**config.mk**
```make
export PLATFORM = sky130hd
export DESIGN_NAME = ovr_detect
export DESIGN_NICKNAME = d
export VERILOG_FILES = /design/src/ovr_pkg.sv /design/src/ovr_detect.sv /design/src/ovr_hold.sv
export SDC_FILE = /design/constraint.sdc
export NUM_CORES = 1
export LEC_CHECK = 0
export BUFFER_PORTS_ARGS = -buffer_cell sky130_fd_sc_hd__buf_4
export CAP_MARGIN = 20
export CORE_MARGIN = 1.5
export CORE_UTILIZATION = 45
export DETAILED_ROUTE_END_ITERATION = 8
export GPL_ROUTABILITY_DRIVEN = 1
export MAX_ROUTING_LAYER = met4
export PLACE_DENSITY = 0.75
export SETUP_SLACK_MARGIN = 0.2
export SLEW_MARGIN = 15
export SYNTH_ARGS = -nofsm -noshare
export SYNTH_HDL_FRONTEND = slang
export SYNTH_SLANG_ARGS = --single-unit
```
**constraint.sdc**
```tcl
create_clock -name ref_clk -period 4.8 [get_ports ref_clk]
set_input_delay 0.48 -clock ref_clk [delete_from_list [all_inputs] [get_ports ref_clk]]
set_output_delay 0.48 -clock ref_clk [all_outputs]
set_load 0.01 [all_outputs]
```
**src/ovr_pkg.sv**
```systemverilog
/*
 Shared constants and carrier types for the overrange detector.
 Assumes a single 50 MHz clock and AHB-Lite register access.
*/
// Functional notes
// RL1: dual mode samples on rising edge; single mode delivers both edge samples per clock.
// RL2: samples are signed two's complement; positive when non-inverting input is higher.
// RL3: magnitude is 7 bits; -128 saturates to 127.
// RL4: two programmable thresholds, shared by channels A and B.
// RL5: flag is 1 when magnitude is at or above threshold, else 0.
// RL6: each channel drives an upper and a lower flag output.
// RL7: in single mode the monitor ORs A and B flags per threshold.
// RL8: 3-bit hold select gives 8 to 1024 clock hold length.
// RL9: calibration runs in foreground (sampling stops) or background (continuous).
// RL10: controller recalibrates after large temperature changes.
// RL11: suggested upper threshold near full scale, lower threshold around 64.
// RL12: each qualifying sample restarts hold; flag drops after quiet hold period.
package ovr_pkg;
    localparam int          SAMPLE_W      = 8;
    localparam int          MAG_W         = 7;
    localparam int          HOLD_W        = 11;
    localparam logic [7:0]  ADDR_CTRL     = 8'h00;
    localparam logic [7:0]  ADDR_THRESH   = 8'h04;
    localparam logic [7:0]  ADDR_STATUS   = 8'h08;
    localparam logic [7:0]  ADDR_ID       = 8'h0C;
    localparam logic [31:0] ID_VALUE      = 32'h0000A5A5; // Arbitrary value
    localparam logic [6:0]  UPPER_RESET   = 7'h72;
    localparam logic [6:0]  LOWER_RESET   = 7'h40;
    localparam logic [2:0]  HOLD_RESET    = 3'h0;
    localparam logic [10:0] HOLD_BASE     = 11'h008;
    localparam int          CTRL_SINGLE   = 0;
    localparam int          CTRL_BGCAL    = 1;
    localparam int          CTRL_CALGO    = 2;
    localparam int          CTRL_HOLD_LSB = 4;
    localparam int          THR_LOWER_LSB = 8;
    localparam int          CAL_TIME_NS   = 2000;
    localparam int          CLK_NS        = 20;
    localparam logic [7:0]  CAL_CYCLES    = 8'((CAL_TIME_NS + CLK_NS - 1) / CLK_NS);
    localparam logic [1:0]  HTRANS_NONSEQ = 2'h2;

    typedef struct packed {
        logic [SAMPLE_W-1:0] rise;
        logic [SAMPLE_W-1:0] fall;
    } sample_pair_t;

    typedef struct packed {
        logic a_upper;
        logic a_lower;
        logic b_upper;
        logic b_lower;
    } ovr_flags_t;

    typedef enum logic [1:0] {
        CAL_IDLE,
        CAL_FG,
        CAL_BG
    } cal_state_t;
endpackage : ovr_pkg
```
**src/ovr_detect.sv**
```systemverilog
/*
 Overrange detector with AHB-Lite register slave and calibration mode control.
 Assumes samples arrive synchronous to ref_clk, two per clock for each channel.
*/
// Local design decisions: the register offsets and the AHB-Lite register port.
`timescale 1ns/10ps
module ovr_detect (
    input  wire logic                  ref_clk,
    input  wire logic                  rst,
    input  wire ovr_pkg::sample_pair_t input_a_positive,
    input  wire ovr_pkg::sample_pair_t input_b_positive,
    input  wire logic                  sample_valid,
    input  wire logic                  hsel,
    input  wire logic [31:0]           haddr,
    input  wire logic [1:0]            htrans,
    input  wire logic                  hwrite,
    input  wire logic [2:0]            hsize,
    input  wire logic [31:0]           hwdata,
    input  wire logic                  hready,
    output logic [31:0]                hrdata,
    output logic                       hreadyout,
    output logic                       hresp,
    output logic                       chan_a_upper_flag,
    output logic                       chan_a_lower_flag,
    output logic                       chan_b_upper_flag,
    output logic                       chan_b_lower_flag,
    output logic                       sampling_active
);
    import ovr_pkg::*;

    // Signed code to magnitude; most negative code saturates
    // Negating -128 in eight bits wraps back to -128, hence the explicit case
    function automatic logic [MAG_W-1:0] magnitude(input logic [SAMPLE_W-1:0] code);
        logic [SAMPLE_W-1:0] neg;
        neg = -code;
        if (code == {1'b1, {(SAMPLE_W-1){1'b0}}}) magnitude = '1; // [RL3]
        else if (code[SAMPLE_W-1]) magnitude = neg[MAG_W-1:0];     // [RL2]
        else magnitude = code[MAG_W-1:0];
    endfunction : magnitude

    // Threshold test shared by all four compare paths
    function automatic logic reaches(input logic [SAMPLE_W-1:0] code,
                                     input logic [MAG_W-1:0]    thr);
        reaches = magnitude(code) >= thr;                          // [RL5]
    endfunction : reaches

    ////////////////////////////////////////////////////////////////////////////
    // Register state
    logic [MAG_W-1:0] upper_overrange_threshold;
    logic [MAG_W-1:0] lower_overrange_threshold;
    logic [2:0]       overrange_hold_select;
    logic             single_mode;
    logic             bg_cal;
    logic             ap_write;
    logic [7:0]       ap_addr;
    logic [MAG_W-1:0] next_upper;
    logic [MAG_W-1:0] next_lower;
    logic [2:0]       next_hold;
    logic             next_single;
    logic             next_bg;
    logic             next_ap_write;
    logic [7:0]       next_ap_addr;
    logic [31:0]      next_hrdata;
    logic             cal_go;
    logic             ap_take;
    ovr_flags_t       flags;
    // Only the foreground calibration state is read back, as one bit of the status word
    cal_state_t       cal_state;
    cal_state_t       next_cal_state;

    // Only NONSEQ starts a transfer; IDLE and BUSY are ignored, hsize is not checked
    assign ap_take = hsel && hready && (htrans == HTRANS_NONSEQ);

    // Zero-wait slave: address phase latched, write applied in data phase
    always_comb begin
        next_upper    = upper_overrange_threshold;
        next_lower    = lower_overrange_threshold;
        next_hold     = overrange_hold_select;
        next_single   = single_mode;
        next_bg       = bg_cal;
        cal_go        = 1'b0;
        next_ap_write = ap_take && hwrite;
        next_ap_addr  = ap_take ? haddr[7:0] : ap_addr;
        next_hrdata   = hrdata;
        // Writes land at the end of the data phase
        // The start bit is a one-cycle pulse and never reads back
        if (ap_write) begin
            case (ap_addr)
                ADDR_CTRL: begin
                    next_single = hwdata[CTRL_SINGLE];
                    next_bg     = hwdata[CTRL_BGCAL];
                    cal_go      = hwdata[CTRL_CALGO];
                    next_hold   = hwdata[CTRL_HOLD_LSB +: 3];          // [RL8]
                end
                ADDR_THRESH: begin
                    next_upper = hwdata[MAG_W-1:0];                    // [RL4]
                    next_lower = hwdata[THR_LOWER_LSB +: MAG_W];       // [RL4]
                end
                default: ;
            endcase
        end
        // Read data loads at the address edge and stands through the data phase
        if (ap_take && !hwrite) begin
            case (haddr[7:0])
                ADDR_CTRL:   next_hrdata = {25'h0, overrange_hold_select, 2'h0,
                                            bg_cal, single_mode};
                ADDR_THRESH: next_hrdata = {17'h0, lower_overrange_threshold,
                                            1'b0, upper_overrange_threshold};
                ADDR_STATUS: next_hrdata = {26'h0, cal_state == CAL_FG, sampling_active,
                                            flags};
                ADDR_ID:     next_hrdata = ID_VALUE;
                default:     next_hrdata = 32'h0;
            endcase
        end
    end

    // Register bank; reset gives dual mode, foreground calibration and default thresholds
    always_ff @(posedge ref_clk or posedge rst) begin
        if (rst) begin
            upper_overrange_threshold <= UPPER_RESET;
            lower_overrange_threshold <= LOWER_RESET;
            overrange_hold_select     <= HOLD_RESET;
            single_mode               <= 1'b0;
            bg_cal                    <= 1'b0;
            ap_write                  <= 1'b0;
            ap_addr                   <= 8'h00;
            hrdata                    <= 32'h0;
        end else begin
            upper_overrange_threshold <= next_upper;
            lower_overrange_threshold <= next_lower;
            overrange_hold_select     <= next_hold;
            single_mode               <= next_single;
            bg_cal                    <= next_bg;
            ap_write                  <= next_ap_write;
            ap_addr                   <= next_ap_addr;
            hrdata                    <= next_hrdata;
        end
    end

    // Every access completes at once with OKAY; no wait states are ever inserted
    assign hreadyout = 1'b1;
    assign hresp     = 1'b0;

    ////////////////////////////////////////////////////////////////////////////
    // Calibration sequencer
    logic [7:0] cal_count;
    logic [7:0] next_cal_count;
    logic       next_active;

    // Foreground stops sampling; background keeps conversion running
    always_comb begin
        next_cal_state = cal_state;
        next_cal_count = cal_count;
        case (cal_state)
            CAL_IDLE: if (cal_go) begin
                // Mode bit written with the start bit decides, not the stale one
                next_cal_state = next_bg ? CAL_BG : CAL_FG;            // [RL9]
                next_cal_count = CAL_CYCLES;
            end
            CAL_FG, CAL_BG: begin
                if (cal_count <= 8'h01) next_cal_state = CAL_IDLE;
                next_cal_count = (cal_count == 8'h00) ? 8'h00 : cal_count - 8'h01;
            end
            default: next_cal_state = CAL_IDLE;
        endcase
        next_active = (next_cal_state != CAL_FG);                      // [RL9]
    end

    // Sampling is enabled out of reset so flags work without a calibration first
    always_ff @(posedge ref_clk or posedge rst) begin
        if (rst) begin
            cal_state       <= CAL_IDLE;
            cal_count       <= 8'h00;
            sampling_active <= 1'b1;
        end else begin
            cal_state       <= next_cal_state;
            cal_count       <= next_cal_count;
            sampling_active <= next_active;
        end
    end

    ////////////////////////////////////////////////////////////////////////////
    // Threshold compare; falling-edge sample only counts in single mode
    // A zero threshold trips on every valid sample, since the test is at or above
    // Limitation: thresholds are 7 bits, so a full-scale sample trips both
    logic hit_au;
    logic hit_al;
    logic hit_bu;
    logic hit_bl;
    logic take;

    assign take   = sample_valid && sampling_active;
    assign hit_au = take && (reaches(input_a_positive.rise, upper_overrange_threshold) ||
                    (single_mode && reaches(input_a_positive.fall,
                                            upper_overrange_threshold)));   // [RL1] [RL4]
    assign hit_al = take && (reaches(input_a_positive.rise, lower_overrange_threshold) ||
                    (single_mode && reaches(input_a_positive.fall,
                                            lower_overrange_threshold)));   // [RL1]
    assign hit_bu = take && (reaches(input_b_positive.rise, upper_overrange_threshold) ||
                    (single_mode && reaches(input_b_positive.fall,
                                            upper_overrange_threshold)));   // [RL1]
    assign hit_bl = take && (reaches(input_b_positive.rise, lower_overrange_threshold) ||
                    (single_mode && reaches(input_b_positive.fall,
                                            lower_overrange_threshold)));   // [RL1]

    // One hold stage per output pin, each from its own flip-flop
    // All four share one hold select, so a change applies to every pin at once
    ovr_hold u_au (.ref_clk(ref_clk), .rst(rst), .hit(hit_au),
                   .hold_sel(overrange_hold_select), .flag(flags.a_upper));   // [RL6]
    ovr_hold u_al (.ref_clk(ref_clk), .rst(rst), .hit(hit_al),
                   .hold_sel(overrange_hold_select), .flag(flags.a_lower));   // [RL6]
    ovr_hold u_bu (.ref_clk(ref_clk), .rst(rst), .hit(hit_bu),
                   .hold_sel(overrange_hold_select), .flag(flags.b_upper));   // [RL6]
    ovr_hold u_bl (.ref_clk(ref_clk), .rst(rst), .hit(hit_bl),
                   .hold_sel(overrange_hold_select), .flag(flags.b_lower));   // [RL6]

    // Pins copy the hold flip-flops with no logic in between
    assign chan_a_upper_flag = flags.a_upper;
    assign chan_a_lower_flag = flags.a_lower;
    assign chan_b_upper_flag = flags.b_upper;
    assign chan_b_lower_flag = flags.b_lower;
endmodule : ovr_detect

```
**src/ovr_hold.sv**
```systemverilog
/*
 One overrange flag with restartable hold counter.
 Assumes hit is a synchronous one-cycle qualifier.
*/
`timescale 1ns/10ps
module ovr_hold (
    input  wire logic                ref_clk,
    input  wire logic                rst,
    input  wire logic                hit,
    input  wire logic [2:0]          hold_sel,
    output logic                     flag
);
    import ovr_pkg::*;

    logic [HOLD_W-1:0] count;
    logic [HOLD_W-1:0] next_count;
    logic              next_flag;

    // Hit reloads the full length so the flag drops only after a quiet period
    always_comb begin
        next_count = count;
        next_flag  = flag;
        if (hit) begin
            next_count = HOLD_W'(HOLD_BASE << hold_sel); // [RL8] [RL12]
            next_flag  = 1'b1;                           // [RL5]
        end else if (count > HOLD_W'(1)) begin
            next_count = count - HOLD_W'(1);
        end else begin
            next_count = '0;
            next_flag  = 1'b0;
        end
    end

    always_ff @(posedge ref_clk or posedge rst) begin
        if (rst) begin
            count <= '0;
            flag  <= 1'b0;
        end else begin
            count <= next_count;
            flag  <= next_flag;
        end
    end
endmodule : ovr_hold

```
# --- After elaboration in Yosys (flattened, before gate mapping) ---
# Cells that the tools add are included.
op_classes:
  n_addsub: 9
  n_lt_le_gt_ge: 13
  eq_ne: 17
  n_shift: 1
  n_mux: 36
  reduce_logical: 27
op_table:
  columns: ["operator", "count"]
  rows:
  - ["two-way mux 11 bit", 8]
  - ["one-hot mux 16 bit (4 select lines)", 1]
  - [">= comparator 7 bit", 8]
  - ["two-way mux 7 bit", 8]
  - ["greater-than comparator 11 x 1 -> 1 bit (second input constant)", 4]
  - ["subtractor 11 x 1 -> 11 bit (second input constant)", 4]
  - ["equality test 8 bit (second input constant)", 4]
  - ["negator 7 bit", 4]
  - ["zero test 8 bit", 3]
  - ["equality test 8 x 3 -> 1 bit (second input constant)", 2]
  - ["equality test 8 x 4 -> 1 bit (second input constant)", 2]
  - ["two-way mux 8 bit", 2]
  - ["one-hot mux 8 bit (2 select lines)", 1]
  - ["logical AND 1 bit", 13]
  - ["two-way mux 1 bit", 12]
  - ["left shift 4 x 3 -> 11 bit (first input constant)", 1]
  - ["!= test 2 bit (second input constant)", 5]
  - ["less-or-equal comparator 8 x 1 -> 1 bit (second input constant)", 1]
  - ["subtractor 8 x 1 -> 8 bit (second input constant)", 1]
  - ["two-way mux 2 bit", 3]
  - ["AND reduction 2 bit", 3]
  - ["equality test 2 bit (second input constant)", 2]
  - ["logical OR 1 bit", 4]
  - ["one-hot mux 2 bit (2 select lines)", 1]
  - ["6 further kinds", 6]
word_totals:
  reg_bits: 119
  inputBits: 107
  output_inout_bits: 39
  word_cells: 122

# --- Logic depth before layout (Yosys ltp) ---
# Gate-level depths: netlist (run 1).
depth:
  depth_word: 8
  depth_mapped: 14
  depth_no_buf: 12

# --- Hierarchy ---
# From an unflattened synthesis (run 1), not the netlist that was laid out.
hier_totals:
  hier_cells: 760
  area_unflattened_um2: 7129.3
by_module_without_submodules:
  columns: ["module", "instances", "cells_per_inst", "area_per_inst_um2", "seq_area_each_um2"]
  rows:
  - ["ovr_detect", 1, 516, 4559.4, 1358.8]
  - ["ovr_hold at u_bl ...", 2, 60, 648.1, 300.3]
  - ["ovr_hold at u_al ...", 2, 62, 636.9, 300.3]

# --- Worst setup path before layout (run 1) ---
# Ideal clock, no wire load.
synth_timing:
  path_kind: "in2reg"
  startpoint: "input port input_b_positive[1] (netlist bit)"
  endpoint: "register u_bu.count[9]"
  setup_ns: 0.125
  arrival_time_ns: 3.457
  required_ns: 4.675
  slack_ns: 1.218
  stages: 13
  path_buffers: 1
  cell_sequence: "inv_1 ha_1 nand2_1 or3_1 or3b_2 clkbuf_1 and2_1 ha_1 nand2b_1 a2111oi_0 o211ai_1 o21ai_2 mux2_2"
synth_between:
  elab_chain_cells: 8
  elab_cells_between_ends: 9
  classes_between: "add/sub: 1; order compare: 1; eq/ne: 1; mux: 3; reduce/logical: 3"
synth_lines:
  columns: ["item", "line", "source"]
  rows:
  - ["start: declaration", "ovr_detect.sv:11", "input wire ovr_pkg::sample_pair_t input_b_positive,"]
  - ["negator 7 bit", "ovr_detect.sv:35", "neg = -code;"]
  - ["two-way mux 7 bit", "ovr_detect.sv:37", "else if (code[SAMPLE_W-1]) magnitude = neg[MAG_W-1:0];"]
  - ["two-way mux 7 bit *", "ovr_detect.sv:36", "if (code == {1'b1, {(SAMPLE_W-1){1'b0}}}) magnitude = '1;"]
  - [">= comparator 7 bit *", "ovr_detect.sv:44", "reaches = magnitude(code) >= thr;"]
  - ["logical AND 1 bit *", "ovr_detect.sv:200", "(single_mode && reaches(input_b_positive.fall,"]
  - ["logical OR 1 bit *", "ovr_detect.sv:199", "assign hit_bu = take && (reaches(input_b_positive.rise, upper_overrange_threshold) ||"]
  - ["logical AND 1 bit *", "ovr_detect.sv:199", null]
  - ["two-way mux 11 bit *", "ovr_hold.sv:23", "if (hit) begin"]
  - ["via u_bu.next_count[9]", "ovr_hold.sv:16", "logic [HOLD_W-1:0] next_count;"]
  - ["end signal: assignment", "ovr_hold.sv:39", "count <= next_count;"]
  - ["end: declaration", "ovr_hold.sv:15", "logic [HOLD_W-1:0] count;"]
# The timed path passes the listed nets; every way through them passes the cells marked *.
# A chain may end at the register's enable or synchronous reset.

# --- Worst setup path after layout (run 1) ---
layout_timing:
  startpoint: "input port input_b_positive[1] (netlist bit)"
  endpoint: "register u_bl.count[9]"
layout_between:
  elab_chain_cells: 8
  elab_cells_between_ends: 9
  classes_between: "add/sub: 1; order compare: 1; eq/ne: 1; mux: 3; reduce/logical: 3"
layout_lines:
  columns: ["item", "line", "source"]
  rows:
  - ["negator 7 bit", "ovr_detect.sv:35", null]
  - ["two-way mux 7 bit", "ovr_detect.sv:37", null]
  - ["two-way mux 7 bit *", "ovr_detect.sv:36", null]
  - [">= comparator 7 bit *", "ovr_detect.sv:44", null]
  - ["logical AND 1 bit *", "ovr_detect.sv:203", "(single_mode && reaches(input_b_positive.fall,"]
  - ["logical OR 1 bit *", "ovr_detect.sv:202", "assign hit_bl = take && (reaches(input_b_positive.rise, lower_overrange_threshold) ||"]
  - ["logical AND 1 bit *", "ovr_detect.sv:202", null]
  - ["two-way mux 11 bit *", "ovr_hold.sv:23", null]
  - ["via u_bl.next_count[9]", "ovr_hold.sv:16", null]
  - ["end signal: assignment", "ovr_hold.sv:39", null]
  - ["end: declaration", "ovr_hold.sv:15", null]
# Marked as above.

==> run metrics, run 1 <==
critical path type=primary input to flip-flop; Sinks on Clock Net=102; port bufs=82; Worst Tran Pin Value=0.9095 ns; Crit Path Max Fanout=7; Syn Inst Count=773; Max Buffers Root-to-Sink=2; post-synthesis mux area share=7.672%; Compound-Gate Fraction of Synth Area=15.31%; area grow syn2layout=14.13%; core area=0.01577 mm2; Post-synth EDFFs=0; Slew HR=39.37%; Area contributors post-synth=dfrtp_1, ha_1, mux2_2; GP Congestion=0.8960; pin count of the biggest net entering global routing=73; Worst setup SP type=primary input; worst skew pair latency=0.35 ns; Worst VDD drop=0.2135 mV; syn_area_per_cell=9.325 um2; Post-Synth Simple-Gate Area=18.50%; Slowest-stage cell, CP=or3b_2; Hold Fails Final Rpt=0; first-pass GRT wire length=26720 um; final hold slack=0.3389 ns; vias in the first global route=5506; cts hold-fix bufs=0; # nets final=1021; Cell Count, Final, Fillers Out=1060; Final Slew Violations=0; CTS H-tree depth=3; Initial DRC Count=294; Synth Area in Adders=12.84%; min Tclk post-route=3.594 ns; max-cap viol count=0; post-synthesis cell type count=59; Die Area=0.01679 mm2; Yosys reg bits=102; critical-path cell list=buf_4 -> inv_1 -> ha_1 -> nand2_1 -> or3_1 -> or3b_2 -> and2_1 -> ha_1 -> nand2b_1 -> a2111oi_0 -> o211ai_1 -> o21ai_2 -> buf_4 -> mux2_2; Reg clk slew, reported paths=0.07 ns; DRC=0; TritonRoute pass-1 iters=5; run status=finished clean; placed cell count=1045; Setup TNS Final=0 ns; Post-Route WL=16210 um; Max stage delay on crit path=0.54 ns; RSZ-0062 raised after global routing=false; total gr overflow=0; Die Height=129.6 um; setup bufs post-CTS=0; Wirelength per Cell=15.29 um; worst clock skew=0.005903 ns; Buf/Inv on CP=3; Ports=146; Rows=46; crit path DAT=3.83 ns; Req. time, crit path=5.03 ns; ant diodes=0; Vias=5788; Overall Global Routing Usage=20.78%; Post-CTS Resized=0; Setup crit end kind=flip-flop; root buffer cell=clkbuf_16; Detail Route Antenna Nets=0; post-synth top area share=33.33%; f_max=278.3 MHz; Main synth FF type=dfrtp_1; DPL Wire Length=12330 um; Mapped Area=0.007208 mm2; largest family of logic cells by synthesized area=simple AND/OR/NAND/NOR gates; final period utilization=74.87%; initial core utilization=45.71%; total power=1959 uW; initial antenna violation count=0; Synth Area in XOR/XNOR=4.496%; CTS tree=built; Pwr Density=238.1 mW/mm2; Vias/cell=5.460; sequential area share after synthesis=35.51%; Die X=129.6 um; Top delay family on crit path=simple AND/OR/NAND/NOR gates; asr flop ratio synth=100.0%; clock buffer count from CTS=9; filler instances=1520; synth warn=0; layout cells sized above 1=18.72%; final setup fails=0; largest area contributor in the netlist=dfrtp_1; Leakage=0.003682 uW; Hold Path Class=primary input to asynchronous set/reset pin
[power breakdown]
part / total (uW) / internal, uW / switching (uW)
clock: 729 / 414 / 315
combinational: 320 / 144 / 176
sequential: 910 / 886 / 24.1
[final timing paths]
path                                                          start                                        to  slack, ns  cells past startpoint
max                                             input_b_positive[1]                   u_bl.count[9]$_DFF_PP0_       1.21                     14
min in group ref_clk                                     hwdata[11]  lower_overrange_threshold[3]$_DFFE_PP0P_       0.36                      2
max reg2reg                upper_overrange_threshold[6]$_DFFE_PP1P_                   u_bu.count[9]$_DFF_PP0_       2.26                      8
min                                                             rst                   u_al.count[4]$_DFF_PP0_       0.34                      2
min reg2reg                                  hrdata[13]$_DFFE_PP0P_                    hrdata[13]$_DFFE_PP0P_       0.48                      2
max in group asynchronous                                       rst  upper_overrange_threshold[1]$_DFFE_PP1P_       3.45                      3
[cells by family after synthesis]
group                    count (synthesis)
AND/OR/NAND/NOR                        268
AO/OA/AOI/OAI                          154
flip-flops                             102
buffers and inverters                   85
adder cells (fa/ha/maj)                 74
multiplexers                            51
XOR/XNOR                                37
other                                    2
[layout make-up]
type / count / area (um2) / share of cell area, %
Clock buffer: 11 / 242.7 / 2.951
Clock inverter: 4 / 47.55 / 0.5779
Inverter: 38 / 145.1 / 1.764
Multi-Input combinational cell: 602 / 4308 / 52.36
Sequential cell: 102 / 2560 / 31.12
Tap cell: 216 / 270.3 / 3.285
Timing Repair Buffer: 87 / 653.1 / 7.939
[placed cells by master (no fill, tap or decap), types with 12 or more instances in the layout]
cell type   n
dfrtp_1    96
nand2_1    90
buf_4      87
ha_1       74
nor2_1     47
inv_1      37
o21ai_0    37
mux2_2     34
nor3_1     30
o31ai_1    21
xnor2_1    21
nand3_1    19
conb_1     18
mux2i_1    17
xor2_1     16
o21a_1     16
a21oi_1    15
a32o_1     15
nand2b_1   12
or3_1      12
[synthesized netlist by cell type, types with 19 or more instances]
| library cell | number |
|---|---|
| o31ai_1 | 21 |
| dfrtp_1 | 96 |
| inv_1 | 38 |
| ha_1 | 74 |
| nand2_1 | 90 |
| xnor2_1 | 21 |
| buf_4 | 19 |
| nor3_1 | 30 |
| nand3_1 | 19 |
| clkbuf_1 | 25 |
| mux2_2 | 34 |
| o21ai_0 | 37 |
| nor2_1 | 47 |
[stage by stage]
stage | utilization [%] | area, um2 | setup WS (ns)
after floorplan | - | 7268 | 1.218
after global placement | 50.33 | 7936 | 0.8936
after detailed placement | 50.33 | 7936 | 0.8402
after CTS | 52.17 | 8227 | 1.219
after global routing | 52.17 | 8227 | 0.9122
final | 52.17 | 8227 | 1.206
[registers in the layout, summed over array words and instances, names as in the netlist]
name and flops:
lower_overrange_threshold 7, sampling_active 1, cal_state 2, u_bu.count 11, ap_write 1, ap_addr 8, single_mode 1, u_al.flag 1
overrange_hold_select 3, upper_overrange_threshold 7, u_bu.flag 1, u_au.flag 1, cal_count 8, u_bl.count 11, hrdata 15, bg_cal 1
u_bl.flag 1, u_au.count 11, u_al.count 11
[per-layer routing]
metal / vias up / track usage, % / wire [um]
li1: 2874 / - / -
met1: 2773 / 27.87 / 7686
met2: 128 / 32.90 / 7570
met3: 13 / 4.046 / 774
met4: 0 / 4.118 / 179
met5: - / - / 0
No activity file was read; power rests on OpenSTA's default activity.
==> inputs of run 2 (changes only) <==
Clock period 4.8 ns to 3.56 ns, I/O delays scaled along.
==> run 2 against run 1 <==
  * Count of clock-buffer cells in the layout stayed put
  * Cell count is 1.1% higher
  * Critical endpoint is now u_al.count[5]$_DFF_PP0_
  * Sequential cell count stayed put
  * Die area stayed put
  * Global-route usage is 0.11 points lower
  * Utilization is 1.1 points higher
==> run metrics, run 2 (same netlist as run 1, synthesis figures left out) <==
Die Area=0.01679 mm2 (unchanged); layout cells sized above 1=20.44% (+1.7 points); Max Buffers Root-to-Sink=2 (unchanged); vias in the first global route=5549 (+0.78%); setup bufs post-CTS=0 (unchanged); Vias=5901 (+2.0%); Cell Count, Final, Fillers Out=1072 (+1.1%); Worst VDD drop=0.2884 mV (+35%); placed cell count=1054 (+0.86%); Sinks on Clock Net=102 (unchanged); Hold Fails Final Rpt=0 (unchanged); final setup fails=0 (unchanged); Rows=46 (unchanged); Slew HR=45.24% (+5.9 points); Die X=129.6 um (unchanged); sw power=705.4 uW (+37%); Pwr Density=316.2 mW/mm2 (+33%); critical path type=primary input to flip-flop; CTS tree=built; Leakage=0.003765 uW (+2.2%); DRC=0 (unchanged); # nets final=1032 (+1.1%); R2R Setup Slk=1.11 ns (-1.15 ns); port bufs=82 (unchanged); first-pass GRT wire length=26900 um (+0.65%); core area=0.01577 mm2 (unchanged); Crit Path Max Fanout=12 (+5); most frequent cells in the layout=dfrtp_1, buf_4, nand2_1; Comb power frac=17.1% (+0.8 points); Hold Path Class=primary input to flip-flop; register name with the most flops=hrdata; Cell Area, Placed=0.008054 mm2 (+1.5%); switching portion of total power=26.56% (+0.28 points); Initial DRC Count=382 (+30%); total power=2655 uW (+36%); area grow syn2layout=16.49%; TritonRoute pass-1 iters=5 (unchanged); f_max=313.3 MHz; Setup crit end kind=flip-flop; total gr overflow=0 (unchanged); Detail Route Antenna Nets=0 (unchanged); Post-Route WL=16130 um (-0.52%); max reg flops=15 (unchanged); Worst Tran Pin Value=0.7985 ns (-0.1110 ns); run status=finished clean; Vias/cell=5.505 (+0.81%); clock buffer count from CTS=9 (unchanged); Req. time, crit path=3.79 ns (-1.24 ns); final worst setup slack=0.3686 ns (-0.8378 ns); Seq pwr share=46.2% (-0.3 points); design area=0.008397 mm2 (+2.1%); max-cap viol count=0 (unchanged); Reg clk slew, reported paths=0.07 ns (about the same); Die Height=129.6 um (unchanged); worst clock skew=0.008849 ns (+0.002946 ns); Worst setup SP type=primary input; Final Slew Violations=0 (unchanged); ant diodes=0 (unchanged); filler instances=1450 (-4.6%); crit path DAT=3.42 ns (-0.41 ns); initial core utilization=45.71% (unchanged); Overall Global Routing Usage=20.67% (-0.11 points); P_int=1950 uW (+35%); GP Congestion=0.8600 (-4.0%); Wirelength per Cell=15.04 um (-1.6%); pin count of the biggest net entering global routing=84 (+15%); clock share of power=36.7% (-0.5 points); DPL Wire Length=12540 um (+1.7%); final period utilization=89.65%; commonest non-fill, non-tap cell in the layout=dfrtp_1; min Tclk post-route=3.191 ns; initial antenna violation count=0 (unchanged); root buffer cell=clkbuf_16; CTS H-tree depth=3 (unchanged); RSZ-0062 raised after global routing=false; worst skew pair latency=0.34 ns (about the same); Ports=146 (unchanged); pre-CTS setup slack=-0.02836 ns (-0.8685 ns)
run 2: changes by cell type in the layout (fill, tap and decap cells not counted), sizes merged:
cell / change
clkinv: -1
dlygate4sd3: +1
inv: +1
buf: +10
clkinvlp: +1
run 2: path summary, 6_finish.rpt:
| check | startpoint | endpoint | cells past startpoint |
|---|---|---|---|
| max | input_a_positive[0] | u_al.count[5]$_DFF_PP0_ | 14 |
| min | hwdata[12] | lower_overrange_threshold[4]$_DFFE_PP0P_ | 2 |
| max reg2reg | upper_overrange_threshold[6]$_DFFE_PP1P_ | u_bu.count[10]$_DFF_PP0_ | 8 |
| min reg2reg | hrdata[5]$_DFFE_PP0P_ | hrdata[5]$_DFFE_PP0P_ | 2 |
| max in group asynchronous | rst | u_bu.count[1]$_DFF_PP0_ | 5 |
| min in group asynchronous | rst | hrdata[1]$_DFFE_PP0P_ | 3 |
run 2: layout make-up:
class	count	area (um2)	area share, %
inverter	38	145.1	1.729
clock buffer	11	232.7	2.772
tap	216	270.3	3.219
timing repair buffer	98	770.7	9.179
clock inverter	5	58.81	0.7003
multi-input combinational	602	4359	51.91
sequential	102	2560	30.49
run 2: routing by layer:
metal / part of all wire (%) / vias up / global-route usage [%] / wire [um]
li1: - / 2910 / - / -
met1: 47 / 2849 / 28.00 / 7617
met2: 48 / 127 / 33.24 / 7736
met3: 3.8 / 15 / 3.179 / 611
met4: 0.99 / 0 / 3.660 / 159
met5: 0 / - / - / 0
run 2: worst max-delay path: stages:
cell	delay [ns]
buf_4	0.11
inv_1	0.08
ha_2	0.18
nand2_1	0.06
or3_1	0.32
or3b_2	0.54
nand2_1	0.14
ha_1	0.25
a21o_1	0.18
a221o_1	0.34
a31oi_1	0.22
o22ai_1	0.18
buf_12	0.18
mux2_2	0.27
run 2: through the flow:
step | TNS [ns] | hold slack, ns | util, %
finish | 0 | 0.2436 | 53.25
detailed placement | -0.1358 | 0.4774 | 51.07
CTS | 0 | 0.2356 | 52.92
global placement | 0 | 0.4641 | 51.07
floorplan | 0 | 0.4516 | -
global route | 0 | 0.2333 | 53.25
run 2: timing repair:
item,CTS,global route
endpoints found under the setup margin,0,16
hold buffers,0,1
gates resized for setup,0,4
endpoints found under the hold margin,0,10
run 2: power groups by stage:
stage	clock network, uW	registers (uW)	logic (uW)
finish	975	1230	453
global route	1050	1230	516
detailed placement	0	1250	442
global placement	0	1250	429
CTS	998	1230	444
floorplan	0	1230	317
==> inputs of run 3 (changes only) <==
Settings changed: CORE_UTILIZATION 45 to 35, PLACE_DENSITY 0.75 to 0.63.
==> run 3 against run 2 <==
  * Register-to-register slack got worse by 0.04 ns
  * Sequential share of layout area decreased by 0.21 points
  * Sequential power about the same
  * Combinational power decreased by 1%
  * Clock skew decreased by 0.0016 ns
  * Sequential cell count unchanged
  * Critical path type unchanged
==> run metrics, run 3 (same netlist as run 1, synthesis figures left out) <==
run status=finished clean; Crit Path Max Fanout=12 (unchanged); pin count of the biggest net entering global routing=47 (-44%); Setup TNS Final=0 ns (unchanged); ant diodes=0 (unchanged); Hold Path Class=primary input to asynchronous set/reset pin; Rows=52 (+13%); Max Buffers Root-to-Sink=2 (unchanged); Vias/cell=5.124 (-6.9%); Worst VDD drop=0.3436 mV (+19%); Sinks on Clock Net=102 (unchanged); root buffer cell=clkbuf_16; critical-path cell list=buf_4 -> inv_1 -> ha_2 -> nand2_1 -> or3_1 -> or3b_2 -> nand2_1 -> ha_1 -> a21o_1 -> a221o_1 -> a31oi_1 -> o22ai_1 -> buf_4 -> mux2_2; max reg flops=15 (unchanged); area grow syn2layout=17.31%; Vias=5765 (-2.3%); CTS H-tree depth=3 (unchanged); initial antenna violation count=0 (unchanged); Worst setup SP type=primary input; Hold Fails Final Rpt=0 (unchanged); final period utilization=89.48% (-0.16 points); final setup fails=0 (unchanged); worst skew pair latency=0.35 ns (about the same); Detail Route Antenna Nets=0 (unchanged); pre-CTS setup slack=-0.01148 ns (+0.01688 ns); DPL Wire Length=13140 um (+4.8%); clock buffer count from CTS=9 (unchanged); register name with the most flops=hrdata; initial core utilization=35.62% (-10 points); crit path DAT=3.42 ns (about the same); worst clock skew=0.007296 ns (-0.001553 ns); Reg clk slew, reported paths=0.07 ns (about the same); Max stage delay on crit path=0.54 ns (about the same); Setup crit end kind=flip-flop; Ports=146 (unchanged); Pwr Density=323.9 mW/mm2 (+2.4%); max-cap viol count=0 (unchanged); Die Area=0.02147 mm2 (+28%); DRC=0 (unchanged); core area=0.02023 mm2 (+28%); TritonRoute pass-1 iters=4 (-1); layout cells sized above 1=20.47% (+0.024 points); Cell Count, Final, Fillers Out=1125 (+4.9%); Req. time, crit path=3.80 ns (about the same); Leakage=0.003764 uW (about the same); Wirelength per Cell=14.89 um (-1.0%); setup bufs post-CTS=0 (unchanged); Slowest-stage cell, CP=or3b_2; placed cell count=1109 (+5.2%); Final Slew Violations=0 (unchanged); CTS tree=built; most frequent cells in the layout=dfrtp_1, buf_4, nand2_1; Slew HR=43.90% (-1.3 points); Die X=146.5 um (+13%); Die Height=146.5 um (+13%); # nets final=1031 (-0.097%); Top delay family on crit path=simple AND/OR/NAND/NOR gates; cts hold-fix bufs=0 (unchanged); min Tclk post-route=3.186 ns (-0.005774 ns); f_max=313.9 MHz (+0.18%); first-pass GRT wire length=27770 um (+3.3%); Initial DRC Count=208 (-46%); Post-CTS Resized=0 (unchanged); Buf/Inv on CP=3 (unchanged); GP Congestion=0.8132 (-5.4%); final worst setup slack=0.3743 ns (+0.005774 ns); final hold slack=0.07003 ns (-0.1735 ns); critical path type=primary input to flip-flop; port bufs=82 (unchanged); vias in the first global route=5664 (+2.1%); Post-Route WL=16750 um (+3.9%); RSZ-0062 raised after global routing=false; Worst Tran Pin Value=0.8180 ns (+0.01955 ns); Overall Global Routing Usage=16.39% (-4.3 points); total gr overflow=0 (unchanged)
[run 3: power breakdown]
| part | switching, uW | internal, uW |
|---|---|---|
| logic | 243 | 205 |
| clock network | 444 | 618 |
| registers | 33.2 | 1190 |
| total | 721 | 2020 |
[run 3: area by class of cell]
type	instances	area, um2
flip-flops and latches	102	2560
fillers	2017	11780
inverters	38	145.1
multi-input cells	602	4358
clock inverters	7	97.59
repair buffers	97	732.0
well taps	270	337.8
clock buffers	9	225.2
[run 3: path summary, 6_finish.rpt]
kind / from / to / slack (ns) / depth (start not counted)
worst max-delay path: input_a_positive[0] / u_al.count[5]$_DFF_PP0_ / 0.37 / 14
worst min-delay path: rst / u_al.flag$_DFFE_PP0P_ / 0.07 / 2
worst max register to register: lower_overrange_threshold[6]$_DFFE_PP1P_ / u_al.count[5]$_DFF_PP0_ / 1.07 / 8
worst min register to register: hrdata[12]$_DFFE_PP0P_ / hrdata[12]$_DFFE_PP0P_ / 0.49 / 2
max in group asynchronous: rst / upper_overrange_threshold[1]$_DFFE_PP1P_ / 2.64 / 3
min in group ref_clk: hwdata[13] / lower_overrange_threshold[5]$_DFFE_PP0P_ / 0.23 / 2
[run 3: per-layer routing]
| metal | vias up | part of all wire, % | wire length, um | GRT usage (%) |
|---|---|---|---|---|
| met1 | 2729 | 48 | 7991 | 21.26 |
| met4 | 0 | 1.6 | 273 | 5.051 |
| met2 | 106 | 48 | 7969 | 26.99 |
| met5 | - | 0 | 0 | - |
| met3 | 17 | 3.1 | 518 | 1.656 |
| li1 | 2913 | - | - | - |
[run 3: stage by stage]
step | cell area [um2] | util [%] | total power, uW
after floorplan | 7308 | - | 1551
after global placement | 8117 | 40.11 | 1682
after detailed placement | 8117 | 40.11 | 1696
after CTS | 8439 | 41.71 | 2763
after global routing | 8456 | 41.79 | 2874
final | 8456 | 41.79 | 2738
